[src/design/gpatc_params.svh]
// constants for the pin configuration and adaptive start-temperature block
`ifndef GPATC_PARAMS_SVH
`define GPATC_PARAMS_SVH

// -----------------------------------------------------------------------
// register byte addresses (printed offsets are indices, address = 4*index)
// -----------------------------------------------------------------------
`define GPATC_IDX_PIN_CFG_LOWER    8'h09
`define GPATC_IDX_PIN_CFG_UPPER    8'h0a
`define GPATC_IDX_ADAPT_CTRL       8'h0b
`define GPATC_IDX_PIN_ENABLE       8'h03
`define GPATC_IDX_OP_POINT_A       8'h10
`define GPATC_IDX_OP_POINT_B       8'h11
`define GPATC_IDX_SW_RESET         8'h12
`define GPATC_IDX_PIN_STATE        8'h13

// -----------------------------------------------------------------------
// reset values
// -----------------------------------------------------------------------
`define GPATC_RST_CFG              8'h00
`define GPATC_RST_OP_POINT         8'hff

// -----------------------------------------------------------------------
// field positions
// -----------------------------------------------------------------------
`define GPATC_BIT_ADAPT_A          0
`define GPATC_BIT_ADAPT_B          1
`define GPATC_BIT_CAP_AA           2
`define GPATC_BIT_CAP_AB           3
`define GPATC_BIT_CAP_BA           4
`define GPATC_BIT_CAP_BB           5
`define GPATC_BIT_PIN_EN           0
`define GPATC_BIT_SW_RESET         0

`endif

[src/design/gpatc_pkg.sv]
// types shared by the pin configuration block
package gpatc_pkg;
  typedef logic [7:0] gpatc_byte_t;
  typedef logic [7:0] gpatc_pins_t;
endpackage : gpatc_pkg

[src/design/gpatc_pin_sync.sv]
// three-stage synchroniser with agreement filter for one pin
`timescale 1ns/1ns
module gpatc_pin_sync (
  input  wire logic pclk,
  input  wire logic presetn,
  input  wire logic pin_in,
  output logic      level_out
);
  logic s1_reg;
  logic s2_reg;
  logic s3_reg;

  // -----------------------------------------------------------------------
  // sampling chain
  // -----------------------------------------------------------------------
  // s1 is read only by s2, so metastability never reaches the filter
  always_ff @(posedge pclk or negedge presetn) begin
    if (!presetn) begin
      s1_reg    <= 1'b0;
      s2_reg    <= 1'b0;
      s3_reg    <= 1'b0;
      level_out <= 1'b0;
    end else begin
      s1_reg <= pin_in;
      s2_reg <= s1_reg;
      s3_reg <= s2_reg;
      if (s2_reg == s3_reg) begin
        level_out <= s3_reg;
      end
    end
  end
endmodule : gpatc_pin_sync

[src/design/gpatc_top.sv]
// pin configuration and adaptive start-temperature control, APB slave
//
// Decided for this implementation: register access over APB.
`timescale 1ns/1ns
`include "gpatc_params.svh"

// Summary of operation
// - even bits of the lower pin register set pins 1-4 polarity, 1 high.
// - odd bits of the lower pin register set pins 1-4 direction, 1 out.
// - even bits of the upper pin register set pins 5-8 polarity.
// - odd bits of the upper pin register set pins 5-8 direction.
// - all three configuration registers clear on reset and soft reset.
// - adaptive control bit 0 enables adaptive start temp on channel a.
// - adaptive control bit 1 enables adaptive start temp on channel b.
// - bit 2 lets alarm pin a copy channel a temp to its operating point.
// - bit 3 lets alarm pin a copy channel b temp to its operating point.
// - bit 4 lets alarm pin b copy channel a temp to its operating point.
// - bit 5 lets alarm pin b copy channel b temp to its operating point.
// - a copy happens only when the temperature is below the held value.
// - with a capture bit clear the alarm is ignored for that channel.
// - adaptive control bits 7 and 6 are reserved with no function.
// - pins operate only while the pin enable bit 0 is set.
module gpatc_top (
  input  wire logic          pclk,
  input  wire logic          presetn,
  input  wire logic          psel,
  input  wire logic          penable,
  input  wire logic          pwrite,
  input  wire logic [11:0]   paddr,
  input  wire logic [31:0]   pwdata,
  output logic               pready,
  output logic [31:0]        prdata,
  output logic               pslverr,
  input  wire logic [7:0]    pin_in,
  output logic [7:0]         pin_out,
  output logic [7:0]         pin_oe,
  input  wire logic [7:0]    logic_out,
  output logic [7:0]         logic_in,
  input  wire logic          thermal_alarm_pin_a_n,
  input  wire logic          thermal_alarm_pin_b_n,
  input  wire gpatc_pkg::gpatc_byte_t temp_chan_a,
  input  wire gpatc_pkg::gpatc_byte_t temp_chan_b,
  output logic [7:0]         op_point_a,
  output logic [7:0]         op_point_b,
  output logic               adaptive_en_a,
  output logic               adaptive_en_b
);
  import gpatc_pkg::*;

  gpatc_byte_t pin_config_lower_reg;
  gpatc_byte_t pin_config_upper_reg;
  gpatc_byte_t adaptive_start_temp_ctrl_reg;
  logic        pin_enable_reg;
  logic        soft_reset_reg;
  gpatc_pins_t polarity;
  gpatc_pins_t direction;
  gpatc_pins_t pin_sync;
  logic        alarm_a_sync;
  logic        alarm_b_sync;
  logic        alarm_a_prev_reg;
  logic        alarm_b_prev_reg;
  logic        alarm_a_rise;
  logic        alarm_b_rise;
  logic        capture_a;
  logic        capture_b;
  logic        wr_en;
  logic        rd_en;
  logic [9:0]  word_addr;
  logic        addr_hit;
  logic [31:0] rdata_next;
  logic [7:0]  op_point_a_next;
  logic [7:0]  op_point_b_next;

  // -----------------------------------------------------------------------
  // apb decode
  // -----------------------------------------------------------------------
  // single-cycle access phase: pready is a flop set during setup
  assign word_addr = paddr[11:2];
  assign wr_en = psel && penable && pready && pwrite;
  assign rd_en = psel && !penable && !pwrite;

  always_ff @(posedge pclk or negedge presetn) begin
    if (!presetn) begin
      pready <= 1'b0;
    end else begin
      pready <= psel && !penable;
    end
  end

  always_comb begin
    rdata_next = 32'h0000_0000;
    addr_hit   = 1'b1;
    case (word_addr)
      {2'b00, `GPATC_IDX_PIN_CFG_LOWER}: begin
        rdata_next[7:0] = pin_config_lower_reg;
      end
      {2'b00, `GPATC_IDX_PIN_CFG_UPPER}: begin
        rdata_next[7:0] = pin_config_upper_reg;
      end
      {2'b00, `GPATC_IDX_ADAPT_CTRL}: begin
        rdata_next[7:0] = adaptive_start_temp_ctrl_reg;
      end
      {2'b00, `GPATC_IDX_PIN_ENABLE}: begin
        rdata_next[0] = pin_enable_reg;
      end
      {2'b00, `GPATC_IDX_OP_POINT_A}: begin
        rdata_next[7:0] = op_point_a;
      end
      {2'b00, `GPATC_IDX_OP_POINT_B}: begin
        rdata_next[7:0] = op_point_b;
      end
      {2'b00, `GPATC_IDX_SW_RESET}: begin
        rdata_next = 32'h0000_0000;
      end
      {2'b00, `GPATC_IDX_PIN_STATE}: begin
        rdata_next[7:0] = logic_in;
      end
      default: begin
        addr_hit = 1'b0;
      end
    endcase
  end

  always_ff @(posedge pclk or negedge presetn) begin
    if (!presetn) begin
      prdata  <= 32'h0000_0000;
      pslverr <= 1'b0;
    end else if (psel && !penable) begin
      prdata  <= rd_en ? rdata_next : 32'h0000_0000;
      pslverr <= !addr_hit;
    end else begin
      // error flag stands for the access cycle only
      pslverr <= 1'b0;
    end
  end

  // -----------------------------------------------------------------------
  // configuration registers
  // -----------------------------------------------------------------------
  // soft reset is a self-clearing pulse; it wipes config a cycle later
  always_ff @(posedge pclk or negedge presetn) begin
    if (!presetn) begin
      soft_reset_reg <= 1'b0;
    end else begin
      soft_reset_reg <= wr_en && addr_hit &&
        (word_addr == {2'b00, `GPATC_IDX_SW_RESET}) &&
        pwdata[`GPATC_BIT_SW_RESET];
    end
  end

  always_ff @(posedge pclk or negedge presetn) begin
    if (!presetn) begin
      pin_config_lower_reg         <= `GPATC_RST_CFG;
      pin_config_upper_reg         <= `GPATC_RST_CFG;
      adaptive_start_temp_ctrl_reg <= `GPATC_RST_CFG;
      pin_enable_reg               <= 1'b0;
    end else if (soft_reset_reg) begin
      pin_config_lower_reg         <= `GPATC_RST_CFG;
      pin_config_upper_reg         <= `GPATC_RST_CFG;
      adaptive_start_temp_ctrl_reg <= `GPATC_RST_CFG;
      pin_enable_reg               <= 1'b0;
    end else if (wr_en) begin
      case (word_addr)
        {2'b00, `GPATC_IDX_PIN_CFG_LOWER}: begin
          pin_config_lower_reg <= pwdata[7:0];
        end
        {2'b00, `GPATC_IDX_PIN_CFG_UPPER}: begin
          pin_config_upper_reg <= pwdata[7:0];
        end
        // reserved bits 7:6 store but drive nothing
        {2'b00, `GPATC_IDX_ADAPT_CTRL}: begin
          adaptive_start_temp_ctrl_reg <= pwdata[7:0];
        end
        {2'b00, `GPATC_IDX_PIN_ENABLE}: begin
          pin_enable_reg <= pwdata[`GPATC_BIT_PIN_EN];
        end
        // unmapped words drop the write; pslverr already flagged them
        default: ;
      endcase
    end
  end

  // -----------------------------------------------------------------------
  // general pins
  // -----------------------------------------------------------------------
  genvar gi;
  generate
    for (gi = 0; gi < 4; gi++) begin : g_split
      assign polarity[gi]    = pin_config_lower_reg[2*gi];
      assign direction[gi]   = pin_config_lower_reg[2*gi+1];
      assign polarity[gi+4]  = pin_config_upper_reg[2*gi];
      assign direction[gi+4] = pin_config_upper_reg[2*gi+1];
    end
    for (gi = 0; gi < 8; gi++) begin : g_pin
      gpatc_pin_sync u_sync (
        .pclk      (pclk),
        .presetn   (presetn),
        .pin_in    (pin_in[gi]),
        .level_out (pin_sync[gi])
      );
      // disabled pins float and read as deasserted
      always_ff @(posedge pclk or negedge presetn) begin
        if (!presetn) begin
          pin_oe[gi]   <= 1'b0;
          pin_out[gi]  <= 1'b0;
          logic_in[gi] <= 1'b0;
        end else begin
          pin_oe[gi]   <= pin_enable_reg && direction[gi];
          // active low unless polarity is 1
          pin_out[gi]  <= !(logic_out[gi] ^ polarity[gi]);
          logic_in[gi] <= pin_enable_reg && !direction[gi] &&
                          !(pin_sync[gi] ^ polarity[gi]);
        end
      end
    end
  endgenerate

  // -----------------------------------------------------------------------
  // adaptive start temperature and alarm capture
  // -----------------------------------------------------------------------
  gpatc_pin_sync u_alarm_a (
    .pclk      (pclk),
    .presetn   (presetn),
    .pin_in    (!thermal_alarm_pin_a_n),
    .level_out (alarm_a_sync)
  );
  gpatc_pin_sync u_alarm_b (
    .pclk      (pclk),
    .presetn   (presetn),
    .pin_in    (!thermal_alarm_pin_b_n),
    .level_out (alarm_b_sync)
  );

  always_ff @(posedge pclk or negedge presetn) begin
    if (!presetn) begin
      alarm_a_prev_reg <= 1'b0;
      alarm_b_prev_reg <= 1'b0;
    end else begin
      alarm_a_prev_reg <= alarm_a_sync;
      alarm_b_prev_reg <= alarm_b_sync;
    end
  end

  // enables pass through a flop so every output is registered
  always_ff @(posedge pclk or negedge presetn) begin
    if (!presetn) begin
      adaptive_en_a <= 1'b0;
      adaptive_en_b <= 1'b0;
    end else begin
      adaptive_en_a <=
        adaptive_start_temp_ctrl_reg[`GPATC_BIT_ADAPT_A];
      adaptive_en_b <=
        adaptive_start_temp_ctrl_reg[`GPATC_BIT_ADAPT_B];
    end
  end

  // one copy per assertion edge, not per cycle held
  assign alarm_a_rise = alarm_a_sync && !alarm_a_prev_reg;
  assign alarm_b_rise = alarm_b_sync && !alarm_b_prev_reg;

  // a cleared capture bit masks its alarm for that channel
  always_comb begin
    capture_a = 1'b0;
    capture_b = 1'b0;
    if (alarm_a_rise && adaptive_start_temp_ctrl_reg[`GPATC_BIT_CAP_AA]) begin
      capture_a = 1'b1;
    end
    if (alarm_a_rise && adaptive_start_temp_ctrl_reg[`GPATC_BIT_CAP_AB]) begin
      capture_b = 1'b1;
    end
    if (alarm_b_rise && adaptive_start_temp_ctrl_reg[`GPATC_BIT_CAP_BA]) begin
      capture_a = 1'b1;
    end
    if (alarm_b_rise && adaptive_start_temp_ctrl_reg[`GPATC_BIT_CAP_BB]) begin
      capture_b = 1'b1;
    end
  end

  // software write wins over a capture in the same cycle
  always_comb begin
    op_point_a_next = op_point_a;
    op_point_b_next = op_point_b;
    if (wr_en && word_addr == {2'b00, `GPATC_IDX_OP_POINT_A}) begin
      op_point_a_next = pwdata[7:0];
    end else if (capture_a && temp_chan_a < op_point_a) begin
      op_point_a_next = temp_chan_a;
    end
    if (wr_en && word_addr == {2'b00, `GPATC_IDX_OP_POINT_B}) begin
      op_point_b_next = pwdata[7:0];
    end else if (capture_b && temp_chan_b < op_point_b) begin
      op_point_b_next = temp_chan_b;
    end
  end

  // the compare uses the held value, so a capture can only lower it
  always_ff @(posedge pclk or negedge presetn) begin
    if (!presetn) begin
      op_point_a <= `GPATC_RST_OP_POINT;
      op_point_b <= `GPATC_RST_OP_POINT;
    end else begin
      op_point_a <= op_point_a_next;
      op_point_b <= op_point_b_next;
    end
  end
endmodule : gpatc_top

[config.mk]
export PLATFORM = sky130hd
export DESIGN_NAME = gpatc_top
export DESIGN_NICKNAME = d
export VERILOG_FILES = /design/src/design/gpatc_pkg.sv /design/src/design/gpatc_pin_sync.sv /design/src/design/gpatc_top.sv
export VERILOG_INCLUDE_DIRS = /design/src /design/src/design
export SDC_FILE = /design/constraint.sdc
export NUM_CORES = 1
export LEC_CHECK = 0
export BUFFER_PORTS_ARGS = -buffer_cell sky130_fd_sc_hd__buf_2
export CAP_MARGIN = 20
export CORE_MARGIN = 1.5
export CORE_UTILIZATION = 47
export CTS_BUF_LIST = sky130_fd_sc_hd__clkbuf_2
export DETAILED_ROUTE_END_ITERATION = 16
export GPL_ROUTABILITY_DRIVEN = 0
export HOLD_SLACK_MARGIN = 0.15
export PLACE_DENSITY = 0.8
export SYNTH_ARGS = -nofsm -noshare
export SYNTH_HDL_FRONTEND = slang
export SYNTH_HIERARCHICAL = 1
export SYNTH_SLANG_ARGS = --single-unit
export TNS_END_PERCENT = 20
[constraint.sdc]
create_clock -name pclk -period 2.6 [get_ports pclk]
set_input_delay 0.78 -clock pclk [delete_from_list [all_inputs] [get_ports pclk]]
set_output_delay 0.78 -clock pclk [all_outputs]
set_load 0.01 [all_outputs]
==> flow_results.xml <==
<?xml version="1.0" encoding="UTF-8"?>
<metrics>
  <group name="sta">
    <metric name="final_setup_skew" unit="ns">0.0312</metric>
    <metric name="slew_headroom" unit="%">46.1</metric>
    <metric name="maxClockFrequency" unit="GHz">0.423</metric>
    <metric name="finalWorstPathRequiredPeriod" unit="ns">2.36</metric>
    <metric name="final_setup_margin" unit="ns">0.238</metric>
    <metric name="worst-slew-pin-transition" unit="ns">0.809</metric>
    <metric name="rsz0062_at_grt" unit="">false</metric>
    <metric name="timing_hold_violations_final" unit="">0</metric>
    <metric name="setup_violations" unit="">0</metric>
    <metric name="fin_crit_sh" unit="%">90.8</metric>
    <metric name="drv_slew" unit="">0</metric>
  </group>
  <group name="power_and_ir_drop">
    <metric name="max-vdd-ir-drop" unit="mV">0.258</metric>
    <metric name="switching_share" unit="%">28.6</metric>
    <metric name="total_power" unit="uW">3390</metric>
    <metric name="power.density_cell_area" unit="mW/mm^2">532</metric>
    <metric name="internal_power" unit="uW">2420</metric>
    <metric name="power.sequential.fraction" unit="%">58.6</metric>
    <metric name="pwr-share-clk" unit="%">31.5</metric>
    <metric name="power.switching" unit="uW">969</metric>
    <metric name="total_leakage_power" unit="uW">0.00319</metric>
    <metric name="comb_power_share" unit="%">9.9</metric>
  </group>
  <group name="cts">
    <metric name="cts_root_buffer" unit="">clkbuf_2</metric>
    <metric name="cts_made_buffers" unit="">17</metric>
    <metric name="tritoncts_clock_tree" unit="">yes</metric>
    <metric name="cts_sinks" unit="">120</metric>
    <metric name="clkSlewWorstSetupHoldPaths" unit="ns">0.17</metric>
    <metric name="cts.htree.levels" unit="">4</metric>
    <metric name="cts_post_setup_buffers_inserted" unit="">0</metric>
    <metric name="cts_buffer_depth" unit="">2</metric>
    <metric name="clock_insertion_delay_worst_skew" unit="ns">0.65</metric>
  </group>
  <group name="setup_path">
    <metric name="setup.reg_to_reg.worst_slack" unit="ns">0.24</metric>
    <metric name="critPathKind" unit="">register to register</metric>
    <metric name="crit-reg2reg-launch" unit="">op_point_b[5]$_DFFE_PN1P_</metric>
    <metric name="cp-start-kind" unit="">register</metric>
    <metric name="critical_path.cell_chain" unit="">inv_1 -&gt; ha_1 -&gt; a211o_1 -&gt; a221oi_1 -&gt; o31ai_4 -&gt; mux2i_1 -&gt; a21oi_1</metric>
    <metric name="r2r_end" unit="">op_point_b[4]$_DFFE_PN1P_</metric>
    <metric name="crit_slowest_cell" unit="">dfstp_2</metric>
    <metric name="crit_path_max_fanout" unit="">8</metric>
    <metric name="timing.reg2reg.worst_path_depth" unit="">7</metric>
    <metric name="cp.arrival" unit="ns">2.93</metric>
    <metric name="max_stage_delay" unit="ns">0.57</metric>
    <metric name="cp.required" unit="ns">3.17</metric>
    <metric name="kind_of_cell_adding_the_most_delay_to_the_critical_path" unit="">compound AO/OA/AOI/OAI gates</metric>
    <metric name="worst_setup_path_end_kind" unit="">register</metric>
    <metric name="buffering_stage_count_on_the_worst_path_with_inverters_included" unit="">1</metric>
  </group>
  <group name="synthesis">
    <metric name="share_of_the_synthesized_area_in_compound_gates_ao_oa_aoi_oai" unit="%">10.5</metric>
    <metric name="synth.area.mux_share" unit="%">7.57</metric>
    <metric name="share_of_the_synthesized_netlist_area_taken_by_xor_and_xnor_gates" unit="%">2.58</metric>
    <metric name="netlist_area" unit="sq mm">0.00544</metric>
    <metric name="syn_avg_cell_area" unit="sq um">11.6</metric>
    <metric name="synth.yosys.seq_area_share" unit="%">55.6</metric>
    <metric name="synth_cell_type_count" unit="">54</metric>
    <metric name="syn-instance-count" unit="">470</metric>
    <metric name="yosys.area_share.adder" unit="%">5.48</metric>
    <metric name="synth_enable_flop_cells" unit="">0</metric>
    <metric name="yosys.area_share.simple" unit="%">12.1</metric>
    <metric name="async_reset_ff_share" unit="%">100</metric>
    <metric name="yosys_warnings" unit="">6</metric>
    <metric name="synth_seq_cells" unit="">120</metric>
    <metric name="dominantRegCellSynth" unit="">dfrtp_1</metric>
    <metric name="synth_top_family_by_area" unit="">simple AND/OR/NAND/NOR gates</metric>
  </group>
  <group name="flow_run">
    <metric name="max_cap_violations" unit="">0</metric>
  </group>
  <group name="die">
    <metric name="boundaryPins" unit="">159</metric>
    <metric name="floorplan.die_area" unit="sq mm">0.0122</metric>
    <metric name="die_w" unit="um">111</metric>
    <metric name="floorplan.core_area" unit="sq mm">0.0114</metric>
    <metric name="die_h" unit="um">111</metric>
    <metric name="initial_cell_density_of_the_core" unit="%">47.8</metric>
    <metric name="rows" unit="">39</metric>
  </group>
  <group name="global_route">
    <metric name="grt_antenna_before_repair" unit="">0</metric>
    <metric name="grt_overflow_total" unit="">0</metric>
    <metric name="grt_start_max_net_pins" unit="">66</metric>
    <metric name="grt_first_pass_wirelength" unit="mm">20.8</metric>
    <metric name="grt_pass1_vias" unit="">4157</metric>
    <metric name="globalRouteTotalUtil" unit="%">21.5</metric>
  </group>
  <group name="detailed_routing">
    <metric name="drt.antenna.violating_nets" unit="">0</metric>
    <metric name="drt_first_iter_violations" unit="">330</metric>
    <metric name="routed_wirelength" unit="mm">12.6</metric>
    <metric name="detail_route.wl_per_cell" unit="um">16.8</metric>
    <metric name="firstDrtPassIters" unit="">5</metric>
    <metric name="vias_per_cell" unit="">5.51</metric>
    <metric name="remaining_drc_errors" unit="">0</metric>
    <metric name="dr_total_vias" unit="">4153</metric>
  </group>
  <group name="final_layout">
    <metric name="layout.nets" unit="">695</metric>
    <metric name="utilization" unit="%">56.1</metric>
    <metric name="antenna_cells" unit="">0</metric>
    <metric name="area_growth_synth_to_finish" unit="%">17.3</metric>
    <metric name="num-fill-cells" unit="">965</metric>
    <metric name="final_layout_size_suffix_gt1_share" unit="%">31.8</metric>
  </group>
  <group name="outcome">
    <metric name="run_status" unit="">complete, no violations</metric>
  </group>
  <group name="min_path">
    <metric name="hold_path.startpoint" unit="">pin_in[1]</metric>
    <metric name="worstHoldPathCells" unit="">1</metric>
    <metric name="hp-class" unit="">primary input to register</metric>
    <metric name="hold_end" unit="">g_pin[1].u_sync/s1_reg$_DFF_PN0_</metric>
  </group>
  <group name="placed_design">
    <metric name="place_ws" unit="ns">-0.0914</metric>
    <metric name="number_of_buffer_cells_added_on_primary_ports" unit="">108</metric>
    <metric name="detailedPlacementHpwl" unit="mm">9.44</metric>
  </group>
</metrics>
-- worst max path at each step --
stage / from / end / slack (ns) / depth (start not counted)
6_report: op_point_b[5]$_DFFE_PN1P_ / op_point_b[4]$_DFFE_PN1P_ / 0.24 / 7
3_3_place_gp: temp_chan_b[5] / op_point_b[6]$_DFFE_PN1P_ / 0.05 / 7
2_1_floorplan: temp_chan_a[7] / op_point_a[0]$_DFFE_PN1P_ / 0.29 / 5
3_5_place_dp: temp_chan_a[2] / op_point_a[7]$_DFFE_PN1P_ / -0.09 / 7
5_1_grt: op_point_b[5]$_DFFE_PN1P_ / op_point_b[1]$_DFFE_PN1P_ / 0.10 / 7
4_1_cts: op_point_a[2]$_DFFE_PN1P_ / op_point_a[7]$_DFFE_PN1P_ / 0.19 / 7
-- per-layer routing --
layer	vias to the layer above	GRT usage, %	share of wire [%]
met5	-	0	0
met4	0	10.3	3.4
met3	41	6.70	7.4
met2	202	35.0	50
met1	2029	26.1	39
li1	1881	-	-
-- cells in the final DEF (no fill, tap or decap), types with 5 or more instances in the layout --
master / netlist / layout
nor2_1: 40 / 40
maj3_2: 10 / 10
a31oi_1: 8 / 8
and2_1: 9 / 9
buf_4: 24 / 13
clkbuf_2: 0 / 17
a221oi_1: 5 / 5
a21oi_1: 17 / 17
o21ai_0: 21 / 21
xor2_1: 8 / 8
nor3b_1: 10 / 10
dfrtp_1: 104 / 104
a22oi_1: 8 / 8
buf_2: 6 / 107
o211ai_1: 8 / 8
dfstp_2: 16 / 16
mux2i_1: 31 / 31
nand2_1: 25 / 25
clkinvlp_4: 0 / 6
inv_1: 19 / 19
conb_1: 1 / 24
xnor2_1: 8 / 8
nand3_1: 14 / 14
mux2_2: 9 / 9
ha_1: 14 / 14
-- final cells by class --
type                       count  area (sq um)  share of cell area [%]
timing repair buffer         126           713                    11.2
inverter                      19          71.3                    1.12
sequential                   120          3020                    47.4
clock inverter                15           128                    2.00
clock buffer                  17          85.1                    1.33
multi-input combinational    314          2180                    34.2
tap                          143           179                    2.81
-- cell families (layout without fill, tap and decap cells) --
kind of cell,after synthesis,after routing
and+or+nand+nor,123,123
xor gates and xnor gates,16,16
AOI/OAI and AO/OA,86,86
DFF,120,120
adders and majority gates,25,25
other,1,24
buffers and inverters,59,177
muxes,40,40
-- Yosys cell counts, drive strengths merged, types with 4 or more instances --
library cell / instances / share of area (%)
dfrtp: 104 / 48
nor2: 41 / 2.9
buf: 33 / 4.2
mux2i: 31 / 5.7
nand2: 25 / 1.7
o21ai: 23 / 2.1
inv: 19 / 1.3
a21oi: 17 / 1.6
dfstp: 16 / 7.7
nand3: 15 / 1.5
ha: 14 / 3.2
maj3: 11 / 2.3
nor3b: 10 / 1.4
and2: 9 / 1.0
mux2: 9 / 1.9
a22oi: 8 / 1.1
a31oi: 8 / 0.92
o211ai: 8 / 1.1
xnor2: 8 / 1.3
xor2: 8 / 1.3
clkbuf: 7 / 0.48
a221oi: 5 / 0.81
and3: 4 / 0.46
nand3b: 4 / 0.55
o21a: 4 / 0.55
-- through the flow --
stage,setup TNS [ns],hold WS (ns),instance area [sq um],instances
2_1_floorplan,0,0.331,5520,493
3_3_place_gp,0,0.333,6120,718
3_5_place_dp,-0.545,0.335,6120,718
4_1_cts,0,0.181,6340,751
5_1_grt,0,0.151,6380,754
6_report,0,0.242,6380,754
-- power groups by stage --
stage,logic (uW),registers (uW),clock network [uW]
floorplan,179,2020,0
global placement,314,2020,0
detailed placement,329,2020,0
CTS,332,1990,1100
global route,372,2000,1190
finish,336,1990,1070
-- timing repair --
item / 4_1_cts / 5_1_grt
endpoints found under the hold margin: 28 / 3
hold buffers: 1 / 3
gates resized for setup: 0 / 1
setup endpoints to repair: 0 / 8
Power figures use the tool's default switching activity.
